**config.mk**
```make
export PLATFORM = sky130hd
export DESIGN_NAME = scp_readout
export DESIGN_NICKNAME = d
export VERILOG_FILES = /design/src/verilog/scp_pkg.sv /design/src/verilog/scp_tap_if.sv /design/src/verilog/scp_tap.sv /design/src/verilog/scp_readout.sv
export SDC_FILE = /design/constraint.sdc
export NUM_CORES = 1
export LEC_CHECK = 0
export ABC_AREA = 0
export BUFFER_PORTS_ARGS = -buffer_cell sky130_fd_sc_hd__buf_2
export CAP_MARGIN = 20
export CORE_ASPECT_RATIO = 0.8
export CORE_MARGIN = 8
export CORE_UTILIZATION = 68
export DETAILED_ROUTE_END_ITERATION = 8
export PLACE_DENSITY = 0.93
export SLEW_MARGIN = 10
export SYNTH_ARGS = -nofsm -noshare
export SYNTH_HDL_FRONTEND = slang
export SYNTH_SLANG_ARGS = --single-unit
```
**constraint.sdc**
```tcl
create_clock -name ref_clk -period 6.2 [get_ports ref_clk]
set_input_delay 0.93 -clock ref_clk [delete_from_list [all_inputs] [get_ports ref_clk]]
set_output_delay 0.93 -clock ref_clk [all_outputs]
set_load 0.05 [all_outputs]
```
**src/verilog/scp_pkg.sv**
```systemverilog
// Behaviour
// - address counter steps on each selected config clock rise while enabled, stopping at terminal count
// - output-enable/reset low holds counter reset and floats serial data
// - open-drain output-enable/reset pulled low until power-on reset completes
// - chip enable high means standby, counter reset, data floated
// - cascade enable low only when enabled and counter passed terminal count
// - cascade enable returns high when output-enable/reset low or chip enable high
// - configure instruction pulses open-drain configuration pulse low
// - isp mode floats the serial data output
// - tap state follows tms sampled on each tck rise
// - tdi feeds every scan register, tdo delivers their serial output
// - tms and tdi synchronisers reset to one, so both read as one until the pins are first sampled
// - configuration pulse stays low at least the minimum pulse time
package scp_pkg;
   localparam int CLK_MHZ = 40;
   // =====================================================
   // timing
   localparam int POR_TIME_NS = 2000;
   localparam int POR_CYCLES = (POR_TIME_NS * CLK_MHZ + 999) / 1000;
   localparam int CF_PULSE_MIN_NS = 300;
   localparam int CF_PULSE_CYCLES = (CF_PULSE_MIN_NS * CLK_MHZ + 999) / 1000;
   localparam int CNT_W = 8;
   localparam logic [CNT_W-1:0] POR_LOAD = CNT_W'(POR_CYCLES);
   localparam logic [CNT_W-1:0] CF_LOAD = CNT_W'(CF_PULSE_CYCLES);
   localparam logic [CNT_W-1:0] CNT_ZERO = 8'h00;
   localparam logic [CNT_W-1:0] CNT_ONE = 8'h01;
   // =====================================================
   // storage
   localparam int MEM_BYTES = 64;
   localparam int BYTE_IDX_W = 6;
   localparam int ADDR_W = 9;
   localparam logic [ADDR_W-1:0] ADDR_ZERO = 9'h000;
   localparam logic [ADDR_W-1:0] ADDR_ONE = 9'h001;
   localparam logic [ADDR_W-1:0] TERMINAL_COUNT = 9'h1FF;
   localparam logic [BYTE_IDX_W-1:0] PTR_ONE = 6'h01;
   // =====================================================
   // scan instructions
   localparam int IR_W = 8;
   localparam logic [IR_W-1:0] IR_CAPTURE = 8'h01;
   localparam logic [IR_W-1:0] INS_BYPASS = 8'hFF;
   localparam logic [IR_W-1:0] INS_CONFIG = 8'hEE;
   localparam logic [IR_W-1:0] INS_ISP_MODE_ACTIVE = 8'hE8;
   localparam logic [IR_W-1:0] INS_PROGRAM = 8'hEA;
   localparam logic [IR_W-1:0] DR_CAPTURE = 8'h00;
   typedef enum logic [3:0] {
      TAP_EXIT2_DR = 4'h0, TAP_EXIT1_DR = 4'h1, TAP_SHIFT_DR = 4'h2, TAP_PAUSE_DR = 4'h3,
      TAP_SEL_IR = 4'h4, TAP_UPDATE_DR = 4'h5, TAP_CAPTURE_DR = 4'h6, TAP_SEL_DR = 4'h7,
      TAP_EXIT2_IR = 4'h8, TAP_EXIT1_IR = 4'h9, TAP_SHIFT_IR = 4'hA, TAP_PAUSE_IR = 4'hB,
      TAP_IDLE = 4'hC, TAP_UPDATE_IR = 4'hD, TAP_CAPTURE_IR = 4'hE, TAP_RESET = 4'hF
   } scp_tap_t;
endpackage : scp_pkg

```
**src/verilog/scp_tap_if.sv**
```systemverilog
`timescale 1ns/10ps
`default_nettype none
// signals between the readout core and its test access port
interface scp_tap_if;
   logic tck_rise;
   logic tck_fall;
   logic tms;
   logic tdi;
   logic tdo;
   logic tdo_oe;
   logic config_go;
   logic isp_mode_active;
   logic prog_stb;
   logic [scp_pkg::IR_W-1:0] prog_byte;
   modport core (output tck_rise, tck_fall, tms, tdi,
                 input tdo, tdo_oe, config_go, isp_mode_active, prog_stb, prog_byte);
   modport tap (input tck_rise, tck_fall, tms, tdi,
                output tdo, tdo_oe, config_go, isp_mode_active, prog_stb, prog_byte);
endinterface : scp_tap_if
`default_nettype wire

```
**src/verilog/scp_tap.sv**
```systemverilog
`timescale 1ns/10ps
`default_nettype none
module scp_tap (
   input wire logic ref_clk,
   input wire logic rstn,
   input wire logic clk_en,
   scp_tap_if.tap t
);
   scp_pkg::scp_tap_t state_r, state_nxt;
   logic [scp_pkg::IR_W-1:0] ir_sh_r, ir_sh_nxt, ir_r, ir_nxt, dr_r, dr_nxt;
   logic byp_r, byp_nxt, tdo_r, tdo_nxt, tdo_oe_r, tdo_oe_nxt;
   logic go_r, go_nxt, isp_r, isp_nxt, stb_r, stb_nxt;

   assign t.tdo = tdo_r;
   assign t.tdo_oe = tdo_oe_r;
   assign t.config_go = go_r;
   assign t.isp_mode_active = isp_r;
   assign t.prog_stb = stb_r;
   assign t.prog_byte = dr_r;

   // =====================================================
   // tap sequencing, shift paths and update actions
   always_comb begin
      state_nxt = state_r;
      ir_sh_nxt = ir_sh_r;
      ir_nxt = ir_r;
      dr_nxt = dr_r;
      byp_nxt = byp_r;
      tdo_nxt = tdo_r;
      tdo_oe_nxt = tdo_oe_r;
      go_nxt = 1'b0;
      isp_nxt = isp_r;
      stb_nxt = 1'b0;
      if (t.tck_rise) begin
         unique case (state_r)
            scp_pkg::TAP_RESET: state_nxt = t.tms ? scp_pkg::TAP_RESET : scp_pkg::TAP_IDLE;
            scp_pkg::TAP_IDLE: state_nxt = t.tms ? scp_pkg::TAP_SEL_DR : scp_pkg::TAP_IDLE;
            scp_pkg::TAP_SEL_DR: state_nxt = t.tms ? scp_pkg::TAP_SEL_IR : scp_pkg::TAP_CAPTURE_DR;
            scp_pkg::TAP_CAPTURE_DR: state_nxt = t.tms ? scp_pkg::TAP_EXIT1_DR : scp_pkg::TAP_SHIFT_DR;
            scp_pkg::TAP_SHIFT_DR: state_nxt = t.tms ? scp_pkg::TAP_EXIT1_DR : scp_pkg::TAP_SHIFT_DR;
            scp_pkg::TAP_EXIT1_DR: state_nxt = t.tms ? scp_pkg::TAP_UPDATE_DR : scp_pkg::TAP_PAUSE_DR;
            scp_pkg::TAP_PAUSE_DR: state_nxt = t.tms ? scp_pkg::TAP_EXIT2_DR : scp_pkg::TAP_PAUSE_DR;
            scp_pkg::TAP_EXIT2_DR: state_nxt = t.tms ? scp_pkg::TAP_UPDATE_DR : scp_pkg::TAP_SHIFT_DR;
            scp_pkg::TAP_UPDATE_DR: state_nxt = t.tms ? scp_pkg::TAP_SEL_DR : scp_pkg::TAP_IDLE;
            scp_pkg::TAP_SEL_IR: state_nxt = t.tms ? scp_pkg::TAP_RESET : scp_pkg::TAP_CAPTURE_IR;
            scp_pkg::TAP_CAPTURE_IR: state_nxt = t.tms ? scp_pkg::TAP_EXIT1_IR : scp_pkg::TAP_SHIFT_IR;
            scp_pkg::TAP_SHIFT_IR: state_nxt = t.tms ? scp_pkg::TAP_EXIT1_IR : scp_pkg::TAP_SHIFT_IR;
            scp_pkg::TAP_EXIT1_IR: state_nxt = t.tms ? scp_pkg::TAP_UPDATE_IR : scp_pkg::TAP_PAUSE_IR;
            scp_pkg::TAP_PAUSE_IR: state_nxt = t.tms ? scp_pkg::TAP_EXIT2_IR : scp_pkg::TAP_PAUSE_IR;
            scp_pkg::TAP_EXIT2_IR: state_nxt = t.tms ? scp_pkg::TAP_UPDATE_IR : scp_pkg::TAP_SHIFT_IR;
            scp_pkg::TAP_UPDATE_IR: state_nxt = t.tms ? scp_pkg::TAP_SEL_DR : scp_pkg::TAP_IDLE;
         endcase
         unique case (state_r)
            scp_pkg::TAP_RESET: begin
               ir_nxt = scp_pkg::INS_BYPASS;
               isp_nxt = 1'b0;
            end
            scp_pkg::TAP_CAPTURE_IR: ir_sh_nxt = scp_pkg::IR_CAPTURE;
            scp_pkg::TAP_SHIFT_IR: ir_sh_nxt = {t.tdi, ir_sh_r[scp_pkg::IR_W-1:1]};
            scp_pkg::TAP_UPDATE_IR: begin
               ir_nxt = ir_sh_r;
               go_nxt = (ir_sh_r == scp_pkg::INS_CONFIG);
               if (ir_sh_r == scp_pkg::INS_ISP_MODE_ACTIVE) begin
                  isp_nxt = 1'b1;
               end
            end
            scp_pkg::TAP_CAPTURE_DR: begin
               dr_nxt = scp_pkg::DR_CAPTURE;
               byp_nxt = 1'b0;
            end
            scp_pkg::TAP_SHIFT_DR: begin
               dr_nxt = {t.tdi, dr_r[scp_pkg::IR_W-1:1]};
               byp_nxt = t.tdi;
            end
            scp_pkg::TAP_UPDATE_DR: stb_nxt = isp_r && (ir_r == scp_pkg::INS_PROGRAM);
            default: ;
         endcase
      end
      // tdo changes on the falling tck edge, as the scan standard wants
      if (t.tck_fall) begin
         tdo_oe_nxt = (state_r == scp_pkg::TAP_SHIFT_IR) || (state_r == scp_pkg::TAP_SHIFT_DR);
         if (state_r == scp_pkg::TAP_SHIFT_IR) begin
            tdo_nxt = ir_sh_r[0];
         end else if (ir_r == scp_pkg::INS_PROGRAM) begin
            tdo_nxt = dr_r[0];
         end else begin
            tdo_nxt = byp_r;
         end
      end
   end

   // tap registers
   always_ff @(posedge ref_clk or negedge rstn) begin
      if (!rstn) begin
         state_r <= scp_pkg::TAP_RESET;
         ir_sh_r <= scp_pkg::IR_CAPTURE;
         ir_r <= scp_pkg::INS_BYPASS;
         dr_r <= scp_pkg::DR_CAPTURE;
         byp_r <= 1'b0;
         tdo_r <= 1'b1;
         tdo_oe_r <= 1'b0;
         go_r <= 1'b0;
         isp_r <= 1'b0;
         stb_r <= 1'b0;
      end else if (clk_en) begin
         state_r <= state_nxt;
         ir_sh_r <= ir_sh_nxt;
         ir_r <= ir_nxt;
         dr_r <= dr_nxt;
         byp_r <= byp_nxt;
         tdo_r <= tdo_nxt;
         tdo_oe_r <= tdo_oe_nxt;
         go_r <= go_nxt;
         isp_r <= isp_nxt;
         stb_r <= stb_nxt;
      end
   end
endmodule : scp_tap
`default_nettype wire

```
**src/verilog/scp_readout.sv**
```systemverilog
`timescale 1ns/10ps
`default_nettype none
module scp_readout (
   input wire logic ref_clk,
   input wire logic rstn,
   input wire logic clk_en,
   input wire logic cfg_clk,
   input wire logic cfg_clk_sel,
   input wire logic chip_enable_n,
   input wire logic oe_reset_n_i,
   output logic oe_reset_n_o,
   output logic oe_reset_n_oe,
   output logic serial_data_out,
   output logic serial_data_oe,
   output logic cascade_enable_out_n,
   output logic config_pulse_n_o,
   output logic config_pulse_n_oe,
   input wire logic tck,
   input wire logic tms,
   input wire logic tdi,
   output logic tdo,
   output logic tdo_oe
);
   scp_tap_if tif ();

   // =====================================================
   // pin synchronisers; stage 1 only feeds stage 2
   logic [1:0] clk_s_r, sel_s_r, ce_s_r, oe_s_r, tck_s_r, tms_s_r, tdi_s_r;
   logic clk_d_r, tck_d_r;
   always_ff @(posedge ref_clk or negedge rstn) begin
      if (!rstn) begin
         clk_s_r <= 2'h0;
         sel_s_r <= 2'h0;
         ce_s_r <= 2'h3;
         oe_s_r <= 2'h0;
         tck_s_r <= 2'h0;
         tms_s_r <= 2'h3;
         tdi_s_r <= 2'h3;
         clk_d_r <= 1'b0;
         tck_d_r <= 1'b0;
      end else if (clk_en) begin
         clk_s_r <= {clk_s_r[0], cfg_clk};
         sel_s_r <= {sel_s_r[0], cfg_clk_sel};
         ce_s_r <= {ce_s_r[0], chip_enable_n};
         oe_s_r <= {oe_s_r[0], oe_reset_n_i};
         tck_s_r <= {tck_s_r[0], tck};
         tms_s_r <= {tms_s_r[0], tms};
         tdi_s_r <= {tdi_s_r[0], tdi};
         clk_d_r <= clk_s_r[1];
         tck_d_r <= tck_s_r[1];
      end
   end

   logic cfg_rise;
   assign cfg_rise = clk_s_r[1] && !clk_d_r;
   assign tif.tck_rise = tck_s_r[1] && !tck_d_r;
   assign tif.tck_fall = !tck_s_r[1] && tck_d_r;
   assign tif.tms = tms_s_r[1];
   assign tif.tdi = tdi_s_r[1];

   scp_tap u_tap (
      .ref_clk(ref_clk),
      .rstn(rstn),
      .clk_en(clk_en),
      .t(tif.tap)
   );

   assign tdo = tif.tdo; // registered inside the tap
   assign tdo_oe = tif.tdo_oe;

   // =====================================================
   // power-on reset hold and configuration pulse timers
   logic [scp_pkg::CNT_W-1:0] por_cnt_r, por_cnt_nxt, cf_cnt_r, cf_cnt_nxt;
   logic oe_rst_oe_r, oe_rst_oe_nxt, cf_oe_r, cf_oe_nxt;
   always_comb begin
      por_cnt_nxt = por_cnt_r;
      if (por_cnt_r != scp_pkg::CNT_ZERO) begin
         por_cnt_nxt = por_cnt_r - scp_pkg::CNT_ONE;
      end
      oe_rst_oe_nxt = (por_cnt_nxt != scp_pkg::CNT_ZERO);
      cf_cnt_nxt = cf_cnt_r;
      if (tif.config_go) begin
         cf_cnt_nxt = scp_pkg::CF_LOAD;
      end else if (cf_cnt_r != scp_pkg::CNT_ZERO) begin
         cf_cnt_nxt = cf_cnt_r - scp_pkg::CNT_ONE;
      end
      cf_oe_nxt = (cf_cnt_nxt != scp_pkg::CNT_ZERO);
   end

   // timer registers; the drive level of both open-drain pins is a fixed low
   always_ff @(posedge ref_clk or negedge rstn) begin
      if (!rstn) begin
         por_cnt_r <= scp_pkg::POR_LOAD;
         oe_rst_oe_r <= 1'b1;
         cf_cnt_r <= scp_pkg::CNT_ZERO;
         cf_oe_r <= 1'b0;
         oe_reset_n_o <= 1'b0;
         config_pulse_n_o <= 1'b0;
      end else if (clk_en) begin
         por_cnt_r <= por_cnt_nxt;
         oe_rst_oe_r <= oe_rst_oe_nxt;
         cf_cnt_r <= cf_cnt_nxt;
         cf_oe_r <= cf_oe_nxt;
         oe_reset_n_o <= 1'b0;
         config_pulse_n_o <= 1'b0;
      end
   end
   assign oe_reset_n_oe = oe_rst_oe_r;
   assign config_pulse_n_oe = cf_oe_r;

   // =====================================================
   // bit store, loaded byte by byte through the program scan register
   logic [scp_pkg::IR_W-1:0] mem_r [scp_pkg::MEM_BYTES];
   logic [scp_pkg::BYTE_IDX_W-1:0] ptr_r, ptr_nxt;
   always_comb begin
      ptr_nxt = ptr_r;
      if (!tif.isp_mode_active) begin
         ptr_nxt = '0;
      end else if (tif.prog_stb) begin
         ptr_nxt = ptr_r + scp_pkg::PTR_ONE;
      end
   end

   // no reset on the array: it is storage, the pointer alone is control
   always_ff @(posedge ref_clk or negedge rstn) begin
      if (!rstn) begin
         ptr_r <= '0;
      end else if (clk_en) begin
         ptr_r <= ptr_nxt;
      end
   end
   always_ff @(posedge ref_clk) begin
      if (clk_en && tif.isp_mode_active && tif.prog_stb) begin
         mem_r[ptr_r] <= tif.prog_byte;
      end
   end

   // =====================================================
   // address counter, data output and cascade hand-off
   logic [scp_pkg::ADDR_W-1:0] addr_r, addr_nxt;
   logic passed_r, passed_nxt, data_nxt, data_oe_nxt, ceo_n_nxt;
   logic enabled, stored_bit;
   assign enabled = !ce_s_r[1] && oe_s_r[1] && !oe_rst_oe_r;
   assign stored_bit = mem_r[addr_r[scp_pkg::ADDR_W-1:3]][addr_r[2:0]];
   always_comb begin
      addr_nxt = addr_r;
      passed_nxt = passed_r;
      if (!enabled) begin
         addr_nxt = scp_pkg::ADDR_ZERO;
         passed_nxt = 1'b0;
      end else if (cfg_rise && sel_s_r[1] && !passed_r) begin
         if (addr_r == scp_pkg::TERMINAL_COUNT) begin
            passed_nxt = 1'b1;
         end else begin
            addr_nxt = addr_r + scp_pkg::ADDR_ONE;
         end
      end
      // data follows the counter one cycle after it moves
      data_nxt = stored_bit;
      data_oe_nxt = enabled && !passed_r && !tif.isp_mode_active;
      ceo_n_nxt = !(enabled && passed_nxt);
   end

   // readout registers
   always_ff @(posedge ref_clk or negedge rstn) begin
      if (!rstn) begin
         addr_r <= scp_pkg::ADDR_ZERO;
         passed_r <= 1'b0;
         serial_data_out <= 1'b0;
         serial_data_oe <= 1'b0;
         cascade_enable_out_n <= 1'b1;
      end else if (clk_en) begin
         addr_r <= addr_nxt;
         passed_r <= passed_nxt;
         serial_data_out <= data_nxt;
         serial_data_oe <= data_oe_nxt;
         cascade_enable_out_n <= ceo_n_nxt;
      end
   end
endmodule : scp_readout
`default_nettype wire

```
==> results of run 1 <==
[flip-flops by register name (all words and copies together), names as in the netlist, 2 cells and up]
register and count:
ptr_r 6, mem_r 512, por_cnt_r 8, addr_r 9, clk_s_r 2, u_tap.ir_sh_r 8, u_tap.state_r 4, oe_s_r 2
tms_s_r 2, sel_s_r 2, tdi_s_r 2, u_tap.t.prog_byte 7, tck_s_r 2, u_tap.ir_r 8, ce_s_r 2, cf_cnt_r 8
[path summary, 6_finish.rpt]
kind	startpoint	endpoint	slack, ns	cells after the start
max	addr_r[3]$_DFFE_PN0P_	serial_data_out$_DFFE_PN0P_	2.44	8
min	rstn	u_tap.t.prog_byte[4]$_DFFE_PN0P_	0.19	1
max reg2reg	addr_r[3]$_DFFE_PN0P_	serial_data_out$_DFFE_PN0P_	2.44	8
min reg2reg	serial_data_oe$_DFFE_PN0P_	serial_data_oe$_DFFE_PN0P_	0.50	2
max in group asynchronous	rstn	addr_r[4]$_DFFE_PN0P_	4.73	2
min in group ref_clk	serial_data_oe$_DFFE_PN0P_	serial_data_oe$_DFFE_PN0P_	0.50	2
[cells by family after synthesis]
logic type               Yosys count
XOR/XNOR                           7
flip-flops                       598
adder cells (fa/ha/maj)            7
other                              1
multiplexers                     185
buffers and inverters             90
AND/OR/NAND/NOR                  322
AO/OA/AOI/OAI                    160
[through the flow]
| step | total power, mW | util (%) |
|---|---|---|
| after floorplan | 4.89 | - |
| after global routing | 8.39 | 74.2 |
| after CTS | 8.19 | 74.0 |
| after detailed placement | 5.02 | 69.3 |
| after global placement | 4.97 | 69.3 |
| final | 8.22 | 74.2 |
[Yosys cell counts (22+ instances only)]
master and number:
sky130_fd_sc_hd__o21ai_0 36, sky130_fd_sc_hd__clkbuf_1 33, sky130_fd_sc_hd__dfrtp_1 62, sky130_fd_sc_hd__edfxtp_1 512, sky130_fd_sc_hd__mux2_2 28, sky130_fd_sc_hd__a21oi_1 31
sky130_fd_sc_hd__nand2_1 78, sky130_fd_sc_hd__mux2i_1 36, sky130_fd_sc_hd__mux4_1 22, sky130_fd_sc_hd__a22oi_1 23, sky130_fd_sc_hd__dfstp_2 24, sky130_fd_sc_hd__nor2_1 127
sky130_fd_sc_hd__mux4_2 99
[critical path, stage by stage, from the launching register on]
cell                       delay (ns)
sky130_fd_sc_hd__dfrtp_4         0.95
sky130_fd_sc_hd__buf_4           0.47
sky130_fd_sc_hd__mux4_2          0.58
sky130_fd_sc_hd__a221oi_1        0.57
sky130_fd_sc_hd__o21ai_0         0.39
sky130_fd_sc_hd__nand3b_1        0.25
sky130_fd_sc_hd__o31ai_1         0.10
sky130_fd_sc_hd__nor4_2          0.18
sky130_fd_sc_hd__a311oi_1        0.07
[power by group]
part / leakage, nW / internal [mW] / switching, mW
logic: 1.89 / 0.131 / 0.235
clock network: 0.800 / 1.75 / 1.47
registers: 5.68 / 4.48 / 0.154
[final cells by class]
cell class	instances	area, um2
clock buffer	66	1420
timing repair buffer	38	287
inverter	13	48.8
tap	480	601
sequential	598	17600
fill	1775	9180
clock inverter	35	251
multi-input combinational	683	6240
[layer usage]
| layer | up-vias | part of all wire (%) |
|---|---|---|
| li1 | 5491 | - |
| met1 | 7066 | 34 |
| met2 | 1350 | 48 |
| met3 | 277 | 14 |
| met4 | 0 | 5.2 |
| met5 | - | 0 |
==> qor.txt, run 1 <==
Met2 Usage GRT -> 47.5%
Horiz. Die Dim -> 227 um
Post-CTS Setup Repair Bufs -> 0
Number of distinct library cell variants in the gate-level netlist after synthesis -> 69
RePlAce Congestion -> 0.924
Initial cell density of the core -> 68.3%
Number of slew-limit violations in the final report -> 0
Num ports -> 19
CP required -> 6.65 ns
Adder-cell area share of the yosys netlist -> 0.360%
Clock input transition at the sequential cells of the worst setup and hold paths -> 0.07 ns
Deepest level of the CTS H-tree -> 2
Vias in the first global route -> 14292
Total detailed-routing wirelength -> 61700 um
Crit Path Class -> reg -> reg
Full die area -> 42100 um2
Commonest non-fill, non-tap cell in the layout -> sky130_fd_sc_hd__edfxtp_1
Antenna cell count -> 0
Shortest clock period the worst path allows after layout -> 3.76 ns
Number of enable flip-flop cells after synthesis -> 512
Fmax -> 266 MHz
Input/output buffers -> 16
Post-route setup TNS -> 0 ns
Synth Area in Compound Gates -> 4.38%
Initial antenna violation count -> 0
Least-Margin Pin Slew -> 1.14 ns
Share of synthesized area occupied by flip-flops and latches -> 72.2%
Final period utilization -> 60.6%
Finished Layout Cells -> 1913
Setup WS post-layout -> 2.44 ns
Number of nets with antenna violations after detailed routing -> 0
Synth async-reset ratio -> 14.4%
Leading cell types in the layout, fill and taps excluded -> 512 x sky130_fd_sc_hd__edfxtp_1, 127 x sky130_fd_sc_hd__nor2_1, 99 x sky130_fd_sc_hd__mux4_2
Max VDD drop -> 0.207 mV
Setup repair after global routing missed its margin -> no
GRT busiest layer -> met2
Placeable core region -> 35600 um2
Area growth, synth to finish -> 8.67%
Post-Place Cells -> 1807
Layout cell share with drive strength beyond 1 -> 19.6%
Initial DRC count -> 2688
Inserted Clock Buffers -> 54
Clock tree skew after final layout -> 0.0289 ns
Dominant combinational cell family by area after synthesis -> multiplexers
Global routing usage on met3 -> 8.10%
Placed instance area -> 24700 um2
Finish-stage setup viols -> 0
# clock sinks -> 598
Average routed wire per standard cell -> 32.2 um
Result of the run -> finished clean
Maximum number of pins on one net before global-route repair -> 71
Leakage power -> 8.37 nW
DRC Markers -> 0
XOR/XNOR share of the synthesized area -> 0.252%
Synth top area cells -> sky130_fd_sc_hd__edfxtp_1 63%, sky130_fd_sc_hd__mux4_2 9.2%, sky130_fd_sc_hd__dfrtp_1 6.4%
Synthesized-area fraction occupied by and/or/nand/nor cells -> 6.32%
Yosys synthesis warning count -> 0
Netlist Area Pre-Place -> 24300 um2
Share of synthesized area spent on multiplexers -> 14.3%
Vias after detailed routing -> 14184
Count of hold buffers inserted by post-cts repair -> 0
Classification of the worst-slack hold path -> in -> async
Cell at the root of the clock tree -> sky130_fd_sc_hd__clkbuf_16
Pre-Repair DR Iteration Count -> 7
Max-cap violations -> 0
Avg Cell Area, Syn -> 17.8 um2
Maximum fanout along the worst path -> 42
Arrival time worst endpoint -> 4.21 ns
Most instantiated flip-flop cell in the synthesis netlist -> sky130_fd_sc_hd__edfxtp_1
Clock tree from TritonCTS -> yes
Power per cell area -> 311 nW/um2
Crit. End Element -> flop
Final hold vios -> 0
Cell count after synthesis -> 1370
Kind of launch point of the worst setup path -> flop
Top-area cell type share of the netlist area -> 63.2%
Final standard cell area without fillers -> 26400 um2
Clock latency of the later-clocked register in the worst-skew pair -> 0.60 ns
Total global routing track utilization -> 29.7%
Placement-stage worst setup slack -> 2.55 ns
Quantity of gates resized following cts -> 0
Overflow after GRT -> 0
Global-route wire length before repair -> 91300 um
Detail Placement HPWL -> 35100 um
Via count normalized by instance count -> 7.41
Largest area contributor in the synthesized netlist -> sky130_fd_sc_hd__edfxtp_1
Relative slew slack -> 23.1%
Net count of the finished layout -> 1405
Site row count -> 62
#FFs+latches synth -> 598
Met1 Usage GRT -> 38.6%
Worst hold slack across all endpoints -> 0.192 ns
Clock Path Buffers -> 3
Die extent in y -> 185 um
Note: power is estimated with default switching activity, not from simulation.
==> run 2, diff against run 1 <==
--- a/config.mk
+++ b/config.mk
@@ -10,9 +10,9 @@
 export CAP_MARGIN = 20
 export CORE_ASPECT_RATIO = 0.8
 export CORE_MARGIN = 8
-export CORE_UTILIZATION = 68
+export CORE_UTILIZATION = 57
 export DETAILED_ROUTE_END_ITERATION = 8
-export PLACE_DENSITY = 0.93
+export PLACE_DENSITY = 0.84
 export SLEW_MARGIN = 10
 export SYNTH_ARGS = -nofsm -noshare
 export SYNTH_HDL_FRONTEND = slang
==> constraint.sdc (replaced) <==
create_clock -name ref_clk -period 3.3 [get_ports ref_clk]
set_input_delay 0.495 -clock ref_clk [delete_from_list [all_inputs] [get_ports ref_clk]]
set_output_delay 0.495 -clock ref_clk [all_outputs]
set_load 0.05 [all_outputs]
==> qor.txt, run 2 (synthesized netlist as in run 1, its figures left out) <==
Power per cell area -> 584 nW/um2 (+88%)
Pre-Repair DR Iteration Count -> 5 (-2)
Flip-flop count of the largest register, all copies and words added -> 512 (unchanged)
Antenna cell count -> 0 (unchanged)
Overflow after GRT -> 0 (unchanged)
Finish-stage setup viols -> 0 (unchanged)
Area growth, synth to finish -> 13.1%
Max VDD drop -> 0.524 mV (+150%)
RePlAce Congestion -> 1.00 (+8.3%)
Placed instance area -> 25500 um2 (+3.4%)
# clock sinks -> 598 (unchanged)
Global-route wire length before repair -> 83900 um (-8.1%)
Post-route setup TNS -> 0 ns (unchanged)
Clock Path Buffers -> 3 (unchanged)
Final period utilization -> 94.5% (+34 points)
Clock power share -> 42.3% (+3.1 points)
Vias in the first global route -> 13516 (-5.4%)
Via count normalized by instance count -> 6.53 (-12%)
Placeable core region -> 42000 um2 (+18%)
Crit. End Element -> flop
Share of power burned in combinational logic -> 4.0% (-0.5 points)
Setup repair after global routing missed its margin -> no
Least-Margin Pin Slew -> 1.01 ns (-0.133 ns)
Number of slew-limit violations in the final report -> 0 (unchanged)
CP required -> 3.76 ns (-2.89 ns)
Site row count -> 67 (+8.1%)
Arrival time worst endpoint -> 3.58 ns (-0.63 ns)
Cell chain of the critical path -> buf_12 -> mux4_1 -> a22o_1 -> a221oi_1 -> o21a_1 -> a211oi_1 -> nor4_2 -> a311oi_1
Fmax -> 321 MHz (+20%)
Commonest non-fill, non-tap cell in the layout -> sky130_fd_sc_hd__edfxtp_1
Result of the run -> finished clean
Relative slew slack -> 32.0% (+8.9 points)
Input/output buffers -> 16 (unchanged)
Horiz. Die Dim -> 247 um (+8.6%)
Kind of launch point of the worst setup path -> flop
Total detailed-routing wirelength -> 55800 um (-9.5%)
Internal portion of total power -> 12.7 mW (+100%)
Peak per-stage delay on the critical path -> 0.66 ns (-0.29 ns)
Leading cell types in the layout, fill and taps excluded -> 512 x sky130_fd_sc_hd__edfxtp_1, 127 x sky130_fd_sc_hd__nor2_1, 103 x sky130_fd_sc_hd__buf_4
Detail Placement HPWL -> 35500 um (+1.2%)
Deepest level of the CTS H-tree -> 2 (unchanged)
Clock tree from TritonCTS -> yes
Sequential group share of total power -> 53.7% (-2.7 points)
DRC Markers -> 0 (unchanged)
Initial cell density of the core -> 57.9% (-10 points)
Highest-delay cell along the critical path -> sky130_fd_sc_hd__dfrtp_4
Vias after detailed routing -> 13560 (-4.4%)
Full die area -> 49600 um2 (+18%)
Initial antenna violation count -> 0 (unchanged)
Switching part of the total power -> 20.9% (-1.7 points)
Layout cell share with drive strength beyond 1 -> 24.6% (+5.0 points)
Maximum fanout along the worst path -> 30 (-29%)
Total global routing track utilization -> 22.2% (-7.5 points)
Net count of the finished layout -> 1495 (+6.4%)
Final hold vios -> 0 (unchanged)
Final standard cell area without fillers -> 27500 um2 (+4.1%)
Cell at the root of the clock tree -> sky130_fd_sc_hd__clkbuf_16
Initial DRC count -> 1870 (-30%)
Clock tree skew after final layout -> 0.0282 ns (-0.000658 ns)
Inserted Clock Buffers -> 55 (+1.9%)
Maximum number of pins on one net before global-route repair -> 67 (-5.6%)
Clock latency of the later-clocked register in the worst-skew pair -> 0.60 ns (about the same)
Num ports -> 19 (unchanged)
Number of nets with antenna violations after detailed routing -> 0 (unchanged)
Clock input transition at the sequential cells of the worst setup and hold paths -> 0.07 ns (about the same)
Max-cap violations -> 0 (unchanged)
Crit Path Class -> reg -> reg
Die extent in y -> 201 um (+8.4%)
Classification of the worst-slack hold path -> in -> reg
Most flops, register -> mem_r
Net load switching power -> 3.36 mW (+81%)
Leakage power -> 8.99 nW (+7.5%)
Regs by FF count -> mem_r (512), addr_r (9)
Average routed wire per standard cell -> 26.9 um (-17%)
Shortest clock period the worst path allows after layout -> 3.12 ns (-0.638 ns)
## run 2: critical path: cells and delay by family (launching register included)
| family | cells | cell delay [ns] |
|---|---|---|
| and+or+nand+nor | 1 | 0.30 |
| AOI/OAI and AO/OA | 5 | 1.12 |
| DFF | 1 | 0.66 |
| muxes | 1 | 0.59 |
| buffers and inverters | 1 | 0.30 |
## run 2: metal layers
layer | part of all wire [%] | wire, um | vias up | global-route usage, %
met3 | 12 | 6670 | 136 | 5.73
li1 | - | - | 5684 | -
met5 | 0 | 0 | - | 0
met4 | 2.5 | 1400 | 0 | 5.57
met2 | 46 | 25900 | 913 | 33.2
met1 | 39 | 21800 | 6827 | 32.7
## run 2: power groups by stage
stage | registers (mW) | logic [mW] | clock network (mW)
after global routing | 8.66 | 0.700 | 7.13
after global placement | 8.77 | 0.579 | 0
after floorplan | 8.75 | 0.447 | 0
final | 8.63 | 0.635 | 6.79
after detailed placement | 8.78 | 0.620 | 0
after CTS | 8.63 | 0.630 | 6.86
## run 2: path summary, 6_finish.rpt
| kind | startpoint | endpoint | slack [ns] | cells past startpoint |
|---|---|---|---|---|
| min in group asynchronous | rstn | u_tap.ir_sh_r[6]$_DFFE_PN0P_ | 0.51 | 2 |
| hold / removal | tck | tck_s_r[0]$_DFFE_PN0P_ | 0.14 | 2 |
| setup reg to reg | addr_r[3]$_DFFE_PN0P_ | serial_data_out$_DFFE_PN0P_ | 0.18 | 8 |
| hold reg to reg | u_tap.t.tdo$_DFFE_PN1P_ | u_tap.t.tdo$_DFFE_PN1P_ | 0.49 | 2 |
| setup / recovery | addr_r[3]$_DFFE_PN0P_ | serial_data_out$_DFFE_PN0P_ | 0.18 | 8 |
| max in group asynchronous | rstn | por_cnt_r[4]$_DFFE_PN1P_ | 2.07 | 3 |
## run 2: cell type report
class,count,area [um2]
repair buffers,127,1020
flip-flops and latches,598,17600
multi-input cells,683,6240
clock inverters,37,502
clock buffers,65,1440
fillers,2641,14500
well taps,552,691
inverters,13,48.8
## run 2: per-stage QoR
step	utilization (%)	setup WS [ns]	instances	power (mW)	hold WS [ns]
after global routing	65.5	0.118	2075	16.5	0.132
after CTS	65.4	0.272	2072	16.1	0.120
after detailed placement	60.7	0.305	1969	9.40	0.466
after global placement	60.7	0.322	1969	9.35	0.469
final	65.5	0.181	2075	16.1	0.138
after floorplan	-	0.659	1371	9.19	0.199
## run 2: repair_timing
| action | CTS | global route |
|---|---|---|
| hold buffers | 1 | 0 |
| resized for setup | 0 | 0 |
| endpoints found under the hold margin | 37 | 0 |
| setup buffers | 0 | 0 |
